==> config.mk <==
export PLATFORM = sky130hd
export DESIGN_NAME = scbl_top
export DESIGN_NICKNAME = d
export VERILOG_FILES = /design/src/scbl_pkg.sv /design/src/scbl_top.sv
export SDC_FILE = /design/constraint.sdc
export NUM_CORES = 1
export LEC_CHECK = 0
export BUFFER_PORTS_ARGS = -buffer_cell sky130_fd_sc_hd__clkbuf_2
export CAP_MARGIN = 10
export CORE_MARGIN = 1
export CORE_UTILIZATION = 45
export CTS_CLUSTER_DIAMETER = 100
export CTS_CLUSTER_SIZE = 28
export DETAILED_ROUTE_END_ITERATION = 10
export HOLD_SLACK_MARGIN = 0.08
export SYNTH_ARGS = -nofsm -noshare
export SYNTH_HDL_FRONTEND = slang
export SYNTH_SLANG_ARGS = --single-unit
==> constraint.sdc <==
create_clock -name i_sys_clk -period 11.4 [get_ports i_sys_clk]
set_input_delay 0.57 -clock i_sys_clk [delete_from_list [all_inputs] [get_ports i_sys_clk]]
set_output_delay 0.57 -clock i_sys_clk [all_outputs]
set_load 0.01 [all_outputs]
==> src/scbl_pkg.sv <==
// shared constants and types of the serial channel with boot loader
package scbl_pkg;
  // ********************
  // timing
  // ********************
  localparam int CLK_HZ = 20_000_000;
  localparam int ASYNC_MAX_BAUD = 625_000;
  localparam int SYNC_MAX_BAUD = 2_500_000;
  localparam int OVERSAMPLE = 16;
  localparam int SYNC_HALVES = 2;
  localparam int RELOAD_W = 13;
  localparam logic [RELOAD_W-1:0] ASYNC_MIN_RELOAD = RELOAD_W'(CLK_HZ / (ASYNC_MAX_BAUD * OVERSAMPLE) - 1);
  localparam logic [RELOAD_W-1:0] SYNC_MIN_RELOAD = RELOAD_W'(CLK_HZ / (SYNC_MAX_BAUD * SYNC_HALVES) - 1);
  localparam logic [RELOAD_W-1:0] RELOAD_RST = 13'h0000;
  localparam logic [3:0] SUB_MID = 4'h7;
  localparam logic [3:0] SUB_LAST = 4'hF;
  localparam logic [2:0] BIT_LAST = 3'h7;
  // ********************
  // boot loader
  // ********************
  localparam int ZERO_BITS = 9;
  localparam int MEAS_DIV = ZERO_BITS * OVERSAMPLE;
  localparam int LOAD_BYTES = 32;
  localparam logic [15:0] LOAD_BASE = 16'hFA40;
  localparam logic [7:0] ACK_BYTE = 8'hA5; // arbitrary value
  // ********************
  // types
  // ********************
  typedef enum logic [1:0] {
    MODE_SYNC = 2'b00,
    MODE_ASYNC8 = 2'b01,
    MODE_ASYNC9 = 2'b10,
    MODE_WAKE = 2'b11
  } scbl_mode_e;
  typedef struct packed {
    scbl_mode_e mode;
    logic two_stop;
    logic par_en;
    logic par_odd;
    logic frm_chk;
    logic ovr_chk;
    logic loopback;
    logic addr_only;
    logic [RELOAD_W-1:0] reload;
  } scbl_cfg_s;
  typedef struct packed {
    logic par;
    logic frm;
    logic ovr;
  } scbl_err_s;
endpackage

==> src/scbl_top.sv <==
// serial channel 0 with baud generator, error checks and boot loader
`timescale 1ns/1ps
// Behaviour
// - async full duplex up to 625 Kbaud
// - sync half duplex up to 2.5 Mbaud
// - own programmable baud generator from clock
// - separate transmit, receive, error events
// - start, 8/9 data, one or two stops
// - wake bit marks address bytes, filterable
// - sync shifts one byte, own shift clock
// - loopback routes transmit into receiver
// - parity generated on send, checked on receive
// - missing stop bit flags framing error
// - unread buffer on new character flags overrun
// - boot entry: strap high, then NMI low
// - entry ignores bus configuration pins
// - time zero byte, program channel baud
// - send one acknowledge byte after calibration
// - store next 32 bytes at ascending RAM
// - jump to first loaded location afterwards
// - software reset or hardware reset with strap low ends boot
module scbl_top #(
  parameter int LOAD_N = scbl_pkg::LOAD_BYTES,
  parameter int MEAS_W = 24
) (
  input wire logic i_sys_clk,
  input wire logic i_rst,
  input wire logic i_sw_rst,
  input wire logic i_ale_strap,
  input wire logic i_nmi_n,
  input wire scbl_pkg::scbl_cfg_s i_cfg,
  input wire logic i_rxd,
  input wire logic i_tx_valid,
  input wire logic [8:0] i_tx_data,
  input wire logic i_rx_read,
  input wire logic i_sync_rx_start,
  input wire logic i_err_clr,
  output logic o_txd,
  output logic o_sclk,
  output logic o_tx_busy,
  output logic o_tx_done,
  output logic o_rx_done,
  output logic o_err_event,
  output logic [8:0] o_rx_data,
  output logic o_rx_full,
  output scbl_pkg::scbl_err_s o_err,
  output logic o_boot_mode,
  output logic o_mem_we,
  output logic [15:0] o_mem_addr,
  output logic [7:0] o_mem_data,
  output logic o_jump,
  output logic [15:0] o_jump_addr
);
  import scbl_pkg::*;
  localparam int CNT_W = $clog2(LOAD_N);
  typedef enum logic [2:0] {
    TX_IDLE = 3'b000, TX_START = 3'b001, TX_DATA = 3'b010,
    TX_NINTH = 3'b011, TX_STOP = 3'b100, TX_SYNC = 3'b101
  } scbl_tx_e;
  typedef enum logic [2:0] {
    RX_IDLE = 3'b000, RX_START = 3'b001, RX_DATA = 3'b010,
    RX_NINTH = 3'b011, RX_STOP = 3'b100
  } scbl_rx_e;
  typedef enum logic [2:0] {
    B_OFF = 3'b000, B_WAIT = 3'b001, B_MEAS = 3'b010, B_CALC = 3'b011,
    B_ACK = 3'b100, B_ACKW = 3'b101, B_LOAD = 3'b110, B_RUN = 3'b111
  } scbl_boot_e;

  logic ch_rst;
  logic rst_d, strap_chk, strap_ale;
  scbl_boot_e boot_st;
  logic boot_hold, ack_req, user_req, boot_take, rx_allow;
  logic [RELOAD_W-1:0] boot_reload;
  logic [MEAS_W-1:0] meas, meas_div;
  logic [CNT_W-1:0] load_cnt;
  logic load_last;
  scbl_cfg_s cfg;
  logic [RELOAD_W-1:0] baud_cnt;
  logic tick, rx_line, rx_prev, ninth_en;
  scbl_tx_e tx_st;
  logic [8:0] tx_sh;
  logic [3:0] tx_sub;
  logic [2:0] tx_bit;
  logic tx_nin, tx_stop2, sync_rx, sync_fin;
  scbl_rx_e rx_st;
  logic [8:0] rx_sh;
  logic [3:0] rx_sub;
  logic [2:0] rx_bit;
  logic rx_fin, rx_stop;
  logic rx_keep, par_bad, frm_bad, ovr_bad, new_char;

  assign ch_rst = i_rst || i_sw_rst;

  // ********************
  // boot entry straps
  // ********************
  // strap is caught one edge after release, nmi the edge after that
  always_ff @(posedge i_sys_clk) begin
    if (i_rst) begin
      rst_d <= 1'b1;
      strap_chk <= 1'b0;
      strap_ale <= 1'b0;
    end else begin
      rst_d <= 1'b0;
      strap_chk <= rst_d;
      if (rst_d) begin
        strap_ale <= i_ale_strap;
      end
    end
  end

  always_ff @(posedge i_sys_clk) begin
    if (i_rst) begin
      o_boot_mode <= 1'b0;
    end else if (i_sw_rst) begin
      o_boot_mode <= 1'b0;
    end else if (strap_chk && strap_ale && !i_nmi_n) begin
      o_boot_mode <= 1'b1;
    end
  end

  // ********************
  // effective configuration
  // ********************
  assign boot_hold = o_boot_mode && (boot_st != B_RUN);
  always_comb begin
    cfg = i_cfg;
    if (boot_hold) begin
      cfg.mode = MODE_ASYNC8;
      cfg.two_stop = 1'b0;
      cfg.par_en = 1'b0;
      cfg.loopback = 1'b0;
      cfg.addr_only = 1'b0;
      cfg.reload = boot_reload;
    end
    // faster settings are clamped to the rated ceiling
    if (cfg.mode == MODE_SYNC && cfg.reload < SYNC_MIN_RELOAD) begin
      cfg.reload = SYNC_MIN_RELOAD;
    end else if (cfg.mode != MODE_SYNC && cfg.reload < ASYNC_MIN_RELOAD) begin
      cfg.reload = ASYNC_MIN_RELOAD;
    end
  end

  assign ninth_en = (cfg.mode != MODE_SYNC) && ((cfg.mode != MODE_ASYNC8) || cfg.par_en);
  assign rx_line = cfg.loopback ? o_txd : i_rxd;

  // ********************
  // baud generator
  // ********************
  // async uses 16 ticks a bit, sync one tick a half period
  always_ff @(posedge i_sys_clk) begin
    if (ch_rst) begin
      baud_cnt <= RELOAD_RST;
      tick <= 1'b0;
    end else if (baud_cnt == RELOAD_RST) begin
      baud_cnt <= cfg.reload;
      tick <= 1'b1;
    end else begin
      baud_cnt <= baud_cnt - 1'b1;
      tick <= 1'b0;
    end
  end

  // ********************
  // transmitter and sync shifter
  // ********************
  assign ack_req = (boot_st == B_ACK);
  assign user_req = i_tx_valid && !boot_hold;
  always_ff @(posedge i_sys_clk) begin
    o_tx_done <= 1'b0;
    sync_fin <= 1'b0;
    if (ch_rst) begin
      tx_st <= TX_IDLE;
      o_txd <= 1'b1;
      o_sclk <= 1'b1;
      o_tx_busy <= 1'b0;
      tx_sh <= 9'h000;
      tx_sub <= 4'h0;
      tx_bit <= 3'h0;
      tx_nin <= 1'b0;
      tx_stop2 <= 1'b0;
      sync_rx <= 1'b0;
    end else begin
      case (tx_st)
        TX_IDLE: begin
          tx_sub <= 4'h0;
          tx_bit <= 3'h0;
          tx_stop2 <= 1'b0;
          if (ack_req || user_req) begin
            tx_sh <= ack_req ? {1'b0, ACK_BYTE} : i_tx_data;
            tx_nin <= (cfg.mode == MODE_ASYNC8) ? (^i_tx_data[7:0] ^ cfg.par_odd) : i_tx_data[8];
            o_tx_busy <= 1'b1;
            sync_rx <= 1'b0;
            if (cfg.mode == MODE_SYNC) begin
              tx_st <= TX_SYNC;
            end else begin
              o_txd <= 1'b0;
              tx_st <= TX_START;
            end
          end else if (cfg.mode == MODE_SYNC && i_sync_rx_start) begin
            tx_sh <= 9'h1FF;
            sync_rx <= 1'b1;
            o_tx_busy <= 1'b1;
            tx_st <= TX_SYNC;
          end
        end
        TX_SYNC: if (tick) begin
          tx_sub <= tx_sub + 4'h1;
          // extra half period: last bit must stand past the final rising clock
          if (tx_bit != 3'h0) begin
            tx_st <= TX_IDLE;
            o_tx_busy <= 1'b0;
            o_txd <= 1'b1;
            o_tx_done <= !sync_rx;
            sync_fin <= sync_rx;
          end else if (!tx_sub[0]) begin
            o_sclk <= 1'b0;
            o_txd <= sync_rx ? 1'b1 : tx_sh[0];
          end else begin
            o_sclk <= 1'b1;
            tx_sh <= {rx_line, tx_sh[8:1]};
            if (tx_sub == SUB_LAST) begin
              tx_bit <= 3'h1;
            end
          end
        end
        TX_START, TX_DATA, TX_NINTH, TX_STOP: if (tick) begin
          tx_sub <= tx_sub + 4'h1;
          if (tx_sub == SUB_LAST) begin
            case (tx_st)
              TX_START: begin
                o_txd <= tx_sh[0];
                tx_st <= TX_DATA;
              end
              TX_DATA: begin
                tx_bit <= tx_bit + 3'h1;
                tx_sh <= {1'b0, tx_sh[8:1]};
                if (tx_bit != BIT_LAST) begin
                  o_txd <= tx_sh[1];
                end else if (ninth_en) begin
                  o_txd <= tx_nin;
                  tx_st <= TX_NINTH;
                end else begin
                  o_txd <= 1'b1;
                  tx_st <= TX_STOP;
                end
              end
              TX_NINTH: begin
                o_txd <= 1'b1;
                tx_st <= TX_STOP;
              end
              default: begin
                if (cfg.two_stop && !tx_stop2) begin
                  tx_stop2 <= 1'b1;
                end else begin
                  tx_st <= TX_IDLE;
                  o_tx_busy <= 1'b0;
                  o_tx_done <= 1'b1;
                end
              end
            endcase
          end
        end
        default: tx_st <= TX_IDLE;
      endcase
    end
  end

  // ********************
  // async receiver
  // ********************
  // receiver is held off while the boot loader calibrates
  assign rx_allow = !boot_hold || (boot_st == B_LOAD);
  always_ff @(posedge i_sys_clk) begin
    rx_fin <= 1'b0;
    if (ch_rst) begin
      rx_st <= RX_IDLE;
      rx_prev <= 1'b1;
      rx_sh <= 9'h000;
      rx_sub <= 4'h0;
      rx_bit <= 3'h0;
      rx_stop <= 1'b1;
    end else begin
      rx_prev <= rx_line;
      case (rx_st)
        RX_IDLE: begin
          rx_sub <= 4'h0;
          rx_bit <= 3'h0;
          if (cfg.mode != MODE_SYNC && rx_allow && rx_prev && !rx_line) begin
            rx_sh <= 9'h000;
            rx_st <= RX_START;
          end
        end
        RX_START: if (tick) begin
          rx_sub <= rx_sub + 4'h1;
          if (rx_sub == SUB_MID) begin
            rx_sub <= 4'h0;
            rx_st <= rx_line ? RX_IDLE : RX_DATA;
          end
        end
        RX_DATA, RX_NINTH, RX_STOP: if (tick) begin
          rx_sub <= rx_sub + 4'h1;
          if (rx_sub == SUB_LAST) begin
            case (rx_st)
              RX_DATA: begin
                rx_sh[rx_bit] <= rx_line;
                rx_bit <= rx_bit + 3'h1;
                if (rx_bit == BIT_LAST) begin
                  rx_st <= ninth_en ? RX_NINTH : RX_STOP;
                end
              end
              RX_NINTH: begin
                rx_sh[8] <= rx_line;
                rx_st <= RX_STOP;
              end
              default: begin
                rx_stop <= rx_line;
                rx_fin <= 1'b1;
                rx_st <= RX_IDLE;
              end
            endcase
          end
        end
        default: rx_st <= RX_IDLE;
      endcase
    end
  end

  // ********************
  // receive buffer, errors, events
  // ********************
  assign rx_keep = (cfg.mode != MODE_WAKE) || !cfg.addr_only || rx_sh[8];
  assign par_bad = (cfg.mode == MODE_ASYNC8) && cfg.par_en && (^rx_sh ^ cfg.par_odd);
  assign frm_bad = cfg.frm_chk && !rx_stop;
  assign new_char = (rx_fin && rx_keep) || sync_fin;
  assign boot_take = (boot_st == B_LOAD) && o_rx_done;
  assign ovr_bad = cfg.ovr_chk && o_rx_full && !i_rx_read && !boot_take;
  // errors flag and set wins over a clear in the same cycle
  always_ff @(posedge i_sys_clk) begin
    if (ch_rst) begin
      o_rx_data <= 9'h000;
      o_rx_full <= 1'b0;
      o_rx_done <= 1'b0;
      o_err_event <= 1'b0;
      o_err <= '0;
    end else begin
      o_rx_done <= new_char;
      o_err_event <= new_char && (ovr_bad || (rx_fin && (par_bad || frm_bad)));
      o_rx_full <= (o_rx_full && !i_rx_read && !boot_take) || new_char;
      if (new_char) begin
        o_rx_data <= sync_fin ? {1'b0, tx_sh[8:1]} : rx_sh;
      end
      o_err.par <= (o_err.par && !i_err_clr) || (rx_fin && rx_keep && par_bad);
      o_err.frm <= (o_err.frm && !i_err_clr) || (rx_fin && rx_keep && frm_bad);
      o_err.ovr <= (o_err.ovr && !i_err_clr) || (new_char && ovr_bad);
    end
  end

  // ********************
  // boot loader sequence
  // ********************
  assign meas_div = meas / MEAS_W'(MEAS_DIV);
  assign load_last = (load_cnt == CNT_W'(LOAD_N - 1));
  always_ff @(posedge i_sys_clk) begin
    o_mem_we <= 1'b0;
    o_jump <= 1'b0;
    if (ch_rst) begin
      boot_st <= B_OFF;
      meas <= '0;
      boot_reload <= RELOAD_RST;
      load_cnt <= '0;
      o_mem_addr <= LOAD_BASE;
      o_mem_data <= 8'h00;
      o_jump_addr <= 16'h0000;
    end else begin
      case (boot_st)
        B_OFF: if (o_boot_mode) begin
          boot_st <= B_WAIT;
        end
        B_WAIT: if (rx_prev && !i_rxd) begin
          meas <= MEAS_W'(1);
          boot_st <= B_MEAS;
        end
        B_MEAS: begin
          if (i_rxd) begin
            boot_st <= B_CALC;
          end else if (meas != '1) begin
            meas <= meas + 1'b1;
          end
        end
        B_CALC: begin
          // clock cycles per 16x tick, less one, saturating
          if (meas_div == '0) begin
            boot_reload <= RELOAD_RST;
          end else if (meas_div > MEAS_W'({RELOAD_W{1'b1}})) begin
            boot_reload <= '1;
          end else begin
            boot_reload <= RELOAD_W'(meas_div - 1'b1);
          end
          boot_st <= B_ACK;
        end
        B_ACK: if (tx_st == TX_IDLE) begin
          boot_st <= B_ACKW;
        end
        B_ACKW: if (o_tx_done) begin
          boot_st <= B_LOAD;
        end
        B_LOAD: if (o_rx_done) begin
          o_mem_we <= 1'b1;
          o_mem_data <= o_rx_data[7:0];
          o_mem_addr <= LOAD_BASE + 16'(load_cnt);
          load_cnt <= load_cnt + 1'b1;
          if (load_last) begin
            o_jump <= 1'b1;
            o_jump_addr <= LOAD_BASE;
            boot_st <= B_RUN;
          end
        end
        B_RUN: boot_st <= B_RUN;
        default: boot_st <= B_OFF;
      endcase
    end
  end
endmodule

# Word level (Yosys, flattened, before mapping)
# Cells that the tools add are included.
[op_classes] add_sub_neg=9 div_mod_pow=1 order_cmp=5 eq_ne=63 muxes=120 n_bitwise=10 reduce_logical=103
[ops] cell="$mux 9" n=13
[ops] cell="$mux 3" n=33
[ops] cell="$mux 24" n=3
[ops] cell="$mux 13" n=5
[ops] cell="$ne 2x2->1 const B" n=28
[ops] cell="$pmux 24 s2" n=1
[ops] cell="$mux 1" n=38
[ops] cell="$pmux 3 s3" n=4
[ops] cell="$logic_and 1x1->1" n=32
[ops] cell="$reduce_and 8->1" n=4
[ops] cell="$pmux 9 s3" n=1
[ops] cell="$sub 13x1->13 const B" n=2
[ops] cell="$add 24x1->24 const B" n=1
[ops] cell="$div 24x8->24 const B" n=1
[ops] cell="$eq 3x3->1 const B" n=8
[ops] cell="$gt 24x13->1 const B" n=1
[ops] cell="$logic_not 24->1" n=1
[ops] cell="$ne 24x24->1 const B" n=1
[ops] cell="$pmux 3 s8" n=1
[ops] cell="$ne 3x3->1 const B" n=7
[ops] cell="$mux 4" n=5
[ops] cell="$eq 3x2->1 const B" n=6
[ops] cell="$pmux 9 s2" n=1
[ops] cell="$mux 15" n=1
[ops] cell="46 further kinds" n=113
[word_totals] reg_bits=154 input_bits=41 output_inout_bits=62 wordCells=353

# Depth between registers and ports, before layout
[logic_depth] word_depth=12 mapped_depth=38 mapped_depth_nobuf=33

# Least setup slack after synthesis
# No wires, ideal clock.
[synth_timing] path_type="register -> register" start="register meas[21]" end="register boot_reload[11]" setup_time_ns=0.078 arrival_time_ns=7.741 required_time_ns=11.322 path_slack_ns=3.581 stages_incl_launch_ff=38 period_less_slack_ns=7.819 path_cell_list="dfxtp_1 > buf_4 > nand2b_1 > a21o_1 > a211oi_2 > o2111ai_2 > a21oi_2 > buf_4 > nand3_1 > a41o_2 > a211oi_2 > o311ai_2 > mux2i_1 > nor4_1 > and2_1 > buf_6 > mux2_4 > o21a_4 > [... 2 more ...] > a2111o_1 > a21o_1 > o21a_1 > and3_1 > buf_6 > a221o_1 > nor2b_1 > a21oi_4 > o311a_1 > o311ai_2 > a22o_4 > ha_1 > inv_1 > nor3_1 > a41oi_1 > clkbuf_1 > o21ai_1 > nor3_1"
[synth_via] elab_chain_len=4
[synth_lines] item="from (decl)" line="scbl_top.sv:74" rtl="logic [MEAS_W-1:0] meas, meas_div;"
[synth_lines] item="from (signal assigned)" line="scbl_top.sv:388" rtl="meas <= meas + 1'b1;"
[synth_lines] item="$div 24x8->24 (*)" line="scbl_top.sv:362" rtl="assign meas_div = meas / MEAS_W'(MEAS_DIV);"
[synth_lines] item="$gt 24x13->1 or $sub 13x1->13 (tied branches)" line="scbl_top.sv:395, scbl_top.sv:398"
[synth_lines] item="$mux 13" line="scbl_top.sv:395" rtl="end else if (meas_div > MEAS_W'({RELOAD_W{1'b1}})) begin"
[synth_lines] item="$mux 13 (*)" line="scbl_top.sv:393" rtl="if (meas_div == '0) begin"
[synth_lines] item="to (signal assigned)" line="scbl_top.sv:398" rtl="boot_reload <= RELOAD_W'(meas_div - 1'b1);"
[synth_lines] item="to (decl)" line="scbl_top.sv:73" rtl="logic [RELOAD_W-1:0] boot_reload;"
# Mark *: on every way between the ends. The rest lies on a longest branch, timed or not.
# A chain may end at the register's enable or synchronous reset.

# Worst setup path in the final report
[layout_timing] start="register meas[20]" end="register boot_reload[3]"
# The elaborated chain is that of the path after synthesis.

==> flow_summary_export.csv <==
group,metric,value,unit
worst_hold_path,hold_path.startpoint,"i_rst",
final_layout,design.final.nets,1397,
synth,synthMostInstantiatedCell,"sky130_fd_sc_hd__nand2_1",
setup_path,regToRegEndpoint,"boot_reload[3]",
pwr,p_per_area,131.0,mW/mm²
pwr,worst_ir_drop_vdd,0.07656,mV
sta,rsz_0062_raised_after_global_routing,"false",
global_routing,grt_antenna_before_repair,0,
setup_path,ff2ff_setup_slack,1.60,ns
clocking,clock-sinks,143,
synth,yosys-top-cells-count,"sky130_fd_sc_hd__nand2_1, sky130_fd_sc_hd__nor2_1, sky130_fd_sc_hd__dfxtp_1",
synth,synth-edff-count,0,
synth,synth-async-reset-ratio,0,
sta,hold_ws,0.3248,ns
floorplan,dieHeight,151.4,µm
final_layout,antenna_cells,0,
drt,postRouteAntennaNets,0,
drt,finalWirelength,25330,µm
setup_path,timing.rr.start,"meas[20]",
global_routing,grt_pass1_wl,41040,µm
global_routing,global_route.usage.met2,0.3470,
floorplan,rows,54,
drt,violation_count_after_the_first_detailed_route_iteration,520,
synth,postSynthCellCount,1307,
setup_path,crit_path_end_kind,"register",
worst_hold_path,min_delay_path_depth,1,
synth,yosys_warnings,0,
clocking,htreeDepth,4,
clocking,cts_tree,"yes",
global_routing,grt_remaining_overflow,0,
setup_path,worst-path-buf-inv,1,
floorplan,chip_width,151.4,µm
sta,layout_worst_path_cycle_share,0.8595,
sta,worst-slew-pin-transition,1.080,ns
synth,post-synth-top-area-cell,"sky130_fd_sc_hd__dfxtp_1",
drt,number_of_detailed_route_iterations_in_the_first_pass,6,
clocking,cts_repair_resize_count,0,
synth,syn-mean-instance-area,7.680,µm²
synth,synth_cell_types,116,
clocking,numCtsBuffers,17,
setup_path,timing.critical_path.required,11.75,ns
worst_hold_path,timing.hold.worst_endpoint,"rst_d",
final_layout,flow.area_growth_from_synthesis,10.11,%
setup_path,worst_r2r_path_depth,31,
clocking,cts_post_setup_buffers_inserted,0,
synth,synth_top_area_share,0.2852,
sta,max_freq,102.1,MHz
drt,routed-via-count,9232,
global_routing,grt_pass1_vias,8133,
place,gp_routability_congestion,0.8854,
setup_path,critPathSlowestCell,"sky130_fd_sc_hd__dfxtp_1",
global_routing,global_route.usage.met3,0.03464,
drt,vias_per_cell,5.650,
sta,tns,0,ns
synth,synth_top_cells_by_area,"sky130_fd_sc_hd__dfxtp_1, sky130_fd_sc_hd__nand2_1, sky130_fd_sc_hd__nor2_1, sky130_fd_sc_hd__a21oi_1, sky130_fd_sc_hd__xnor2_1",
global_routing,grt_busiest_layer,"met2",
setup_path,critPathMaxStageDelay,0.81,ns
run,max_cap_violations,0,
floorplan,placeableCoreArea,0.02182,mm²
synth,synth_seq_area_share,0.2852,
setup_path,critical_path.startpoint_type,"register",
global_routing,grt_start_max_net_pins,86,
floorplan,ioPinCount,103,
final_layout,final_util,0.5065,
sta,final_hold_fails,0,
place,placement.io_buffers,82,
clocking,postCtsHoldBufs,0,
sta,post-route-min-period,9.798,ns
sta,timing.final.max_slew_violations,0,
status,status,"finished, final reports clean",
clocking,clkTransAtPathRegs,0.07,ns
global_routing,track_usage,0.2222,
clocking,cts_buffer_depth,2,
synth,yosys_register_bits,143,
floorplan,initial_core_util,0.4600,
sta,setup-violations-final,0,
floorplan,die_area,0.02291,mm²
synth,post_synth_instance_area,0.01004,mm²
final_layout,post_route_cells_drive_above_1_share,0.1403,
setup_path,crit_arrival,10.14,ns
pwr,power_leakage,0.004378,µW
drt,drc,0,
place,detailedPlacementHpwl,18760,µm
setup_path,crit_family,"compound AO/OA/AOI/OAI gates",
setup_path,worst-setup-path-type,"register to register",
worst_hold_path,worstHoldPathType,"input port to register",
final_layout,num-fill-cells,2169,
setup_path,critical_path.max_fanout,22,
clocking,clockRootBuffer,"sky130_fd_sc_hd__clkbuf_16",
sta,slew_headroom,0.2794,
synth,yosys_most_used_dff,"sky130_fd_sc_hd__dfxtp_1",
global_routing,grt_util_met1,0.3185,
sta,timing.clock.skew,0.01069,ns
drt,route.detailed.wl_per_inst,15.50,µm
clocking,clock_latency,0.42,ns
## worst register-to-register path: cells and delay by family (launching register included)
kind                     cells  cell delay [ns]
AO/OA/AOI/OAI               18             5.61
AND/OR/NAND/NOR              7             2.08
flip-flops                   1             0.81
multiplexers                 3             0.73
XOR/XNOR                     1             0.27
adder cells (fa/ha/maj)      1             0.18
buffers and inverters        1             0.05
## cells by family after synthesis
family / after synthesis / share of synthesized area
adder cells (fa/ha/maj): 17 / 0.02082
buffers and inverters: 131 / 0.06282
XOR/XNOR: 71 / 0.06643
AO/OA/AOI/OAI: 344 / 0.2519
other: 2 / 0.0007481
multiplexers: 36 / 0.03789
flip-flops: 143 / 0.2852
AND/OR/NAND/NOR: 563 / 0.2742
## sequential cells by signal, indices dropped and copies added (netlist names), 4 cells and up
| name | cells |
|---|---|
| baud_cnt | 13 |
| boot_reload | 13 |
| tx_sh | 9 |
| o_mem_data | 8 |
| rx_sh | 9 |
| o_rx_data | 9 |
| o_mem_addr | 5 |
| meas | 24 |
| rx_sub | 4 |
| load_cnt | 5 |
| tx_sub | 4 |
## through the flow
stage | power (µW) | instance area (µm²) | setup slack [ns] | instances
floorplan | 813.2 | 10110 | 3.581 | 1325
global placement | 896.3 | 10450 | 1.870 | 1602
detailed placement | 897.3 | 10450 | 1.711 | 1602
CTS | 1460 | 11050 | 1.649 | 1634
global route | 1524 | 11050 | 0.7527 | 1634
finish | 1448 | 11050 | 1.602 | 1634
## routing by layer
metal / wire length, µm / vias to the layer above
li1: - / 4703
met4: 234 / 0
met3: 1051 / 21
met1: 12540 / 4291
met2: 11510 / 217
met5: 0 / -
## cell usage in the layout (no fill, tap or decap), drive strengths merged, types with 10 or more instances in the layout
| cell type | Yosys | layout |
|---|---|---|
| a211oi | 24 | 24 |
| a21o | 14 | 14 |
| a21oi | 103 | 103 |
| a311oi | 11 | 11 |
| a31oi | 10 | 10 |
| and2 | 21 | 21 |
| and3 | 19 | 19 |
| clkbuf | 47 | 99 |
| conb | 2 | 20 |
| dfxtp | 143 | 143 |
| ha | 15 | 15 |
| inv | 34 | 41 |
| mux2i | 32 | 32 |
| nand2 | 168 | 168 |
| nand2b | 25 | 25 |
| nand3 | 49 | 49 |
| nand4 | 10 | 10 |
| nor2 | 150 | 150 |
| nor2b | 19 | 19 |
| nor3 | 27 | 27 |
| nor3b | 11 | 11 |
| nor4 | 18 | 18 |
| o211ai | 17 | 17 |
| o21ai | 62 | 62 |
| or2 | 13 | 13 |
| or3 | 13 | 13 |
| xnor2 | 53 | 53 |
| xor2 | 18 | 18 |
## how the worst max path moves through the flow
stage	end	slack, ns	startpoint	cells after the start
after detailed placement	boot_reload[3]	1.71	meas[20]	31
after global routing	boot_reload[7]	0.75	meas[20]	31
after CTS	boot_reload[3]	1.65	meas[20]	31
after floorplan	boot_reload[11]	3.58	meas[21]	37
final	boot_reload[3]	1.60	meas[20]	31
after global placement	boot_reload[3]	1.87	meas[20]	31
## power by group
| group | internal, µW | total [µW] | switching [µW] |
|---|---|---|---|
| combinational | 127 | 331 | 203 |
| sequential | 531 | 560 | 28.5 |
| clock | 313 | 558 | 245 |
| total | 971 | 1450 | 477 |
## layout make-up
| cell class | count | area (µm²) | share of cell area |
|---|---|---|---|
| Tap cell | 280 | 350.3 | 0.03170 |
| Clock inverter | 15 | 175.2 | 0.01585 |
| Multi-Input combinational cell | 1051 | 6620 | 0.5989 |
| Sequential cell | 143 | 2863 | 0.2590 |
| Inverter | 37 | 141.4 | 0.01279 |
| Clock buffer | 17 | 425.4 | 0.03849 |
| Timing Repair Buffer | 91 | 478.0 | 0.04324 |
Power figures use the tool's default switching activity.
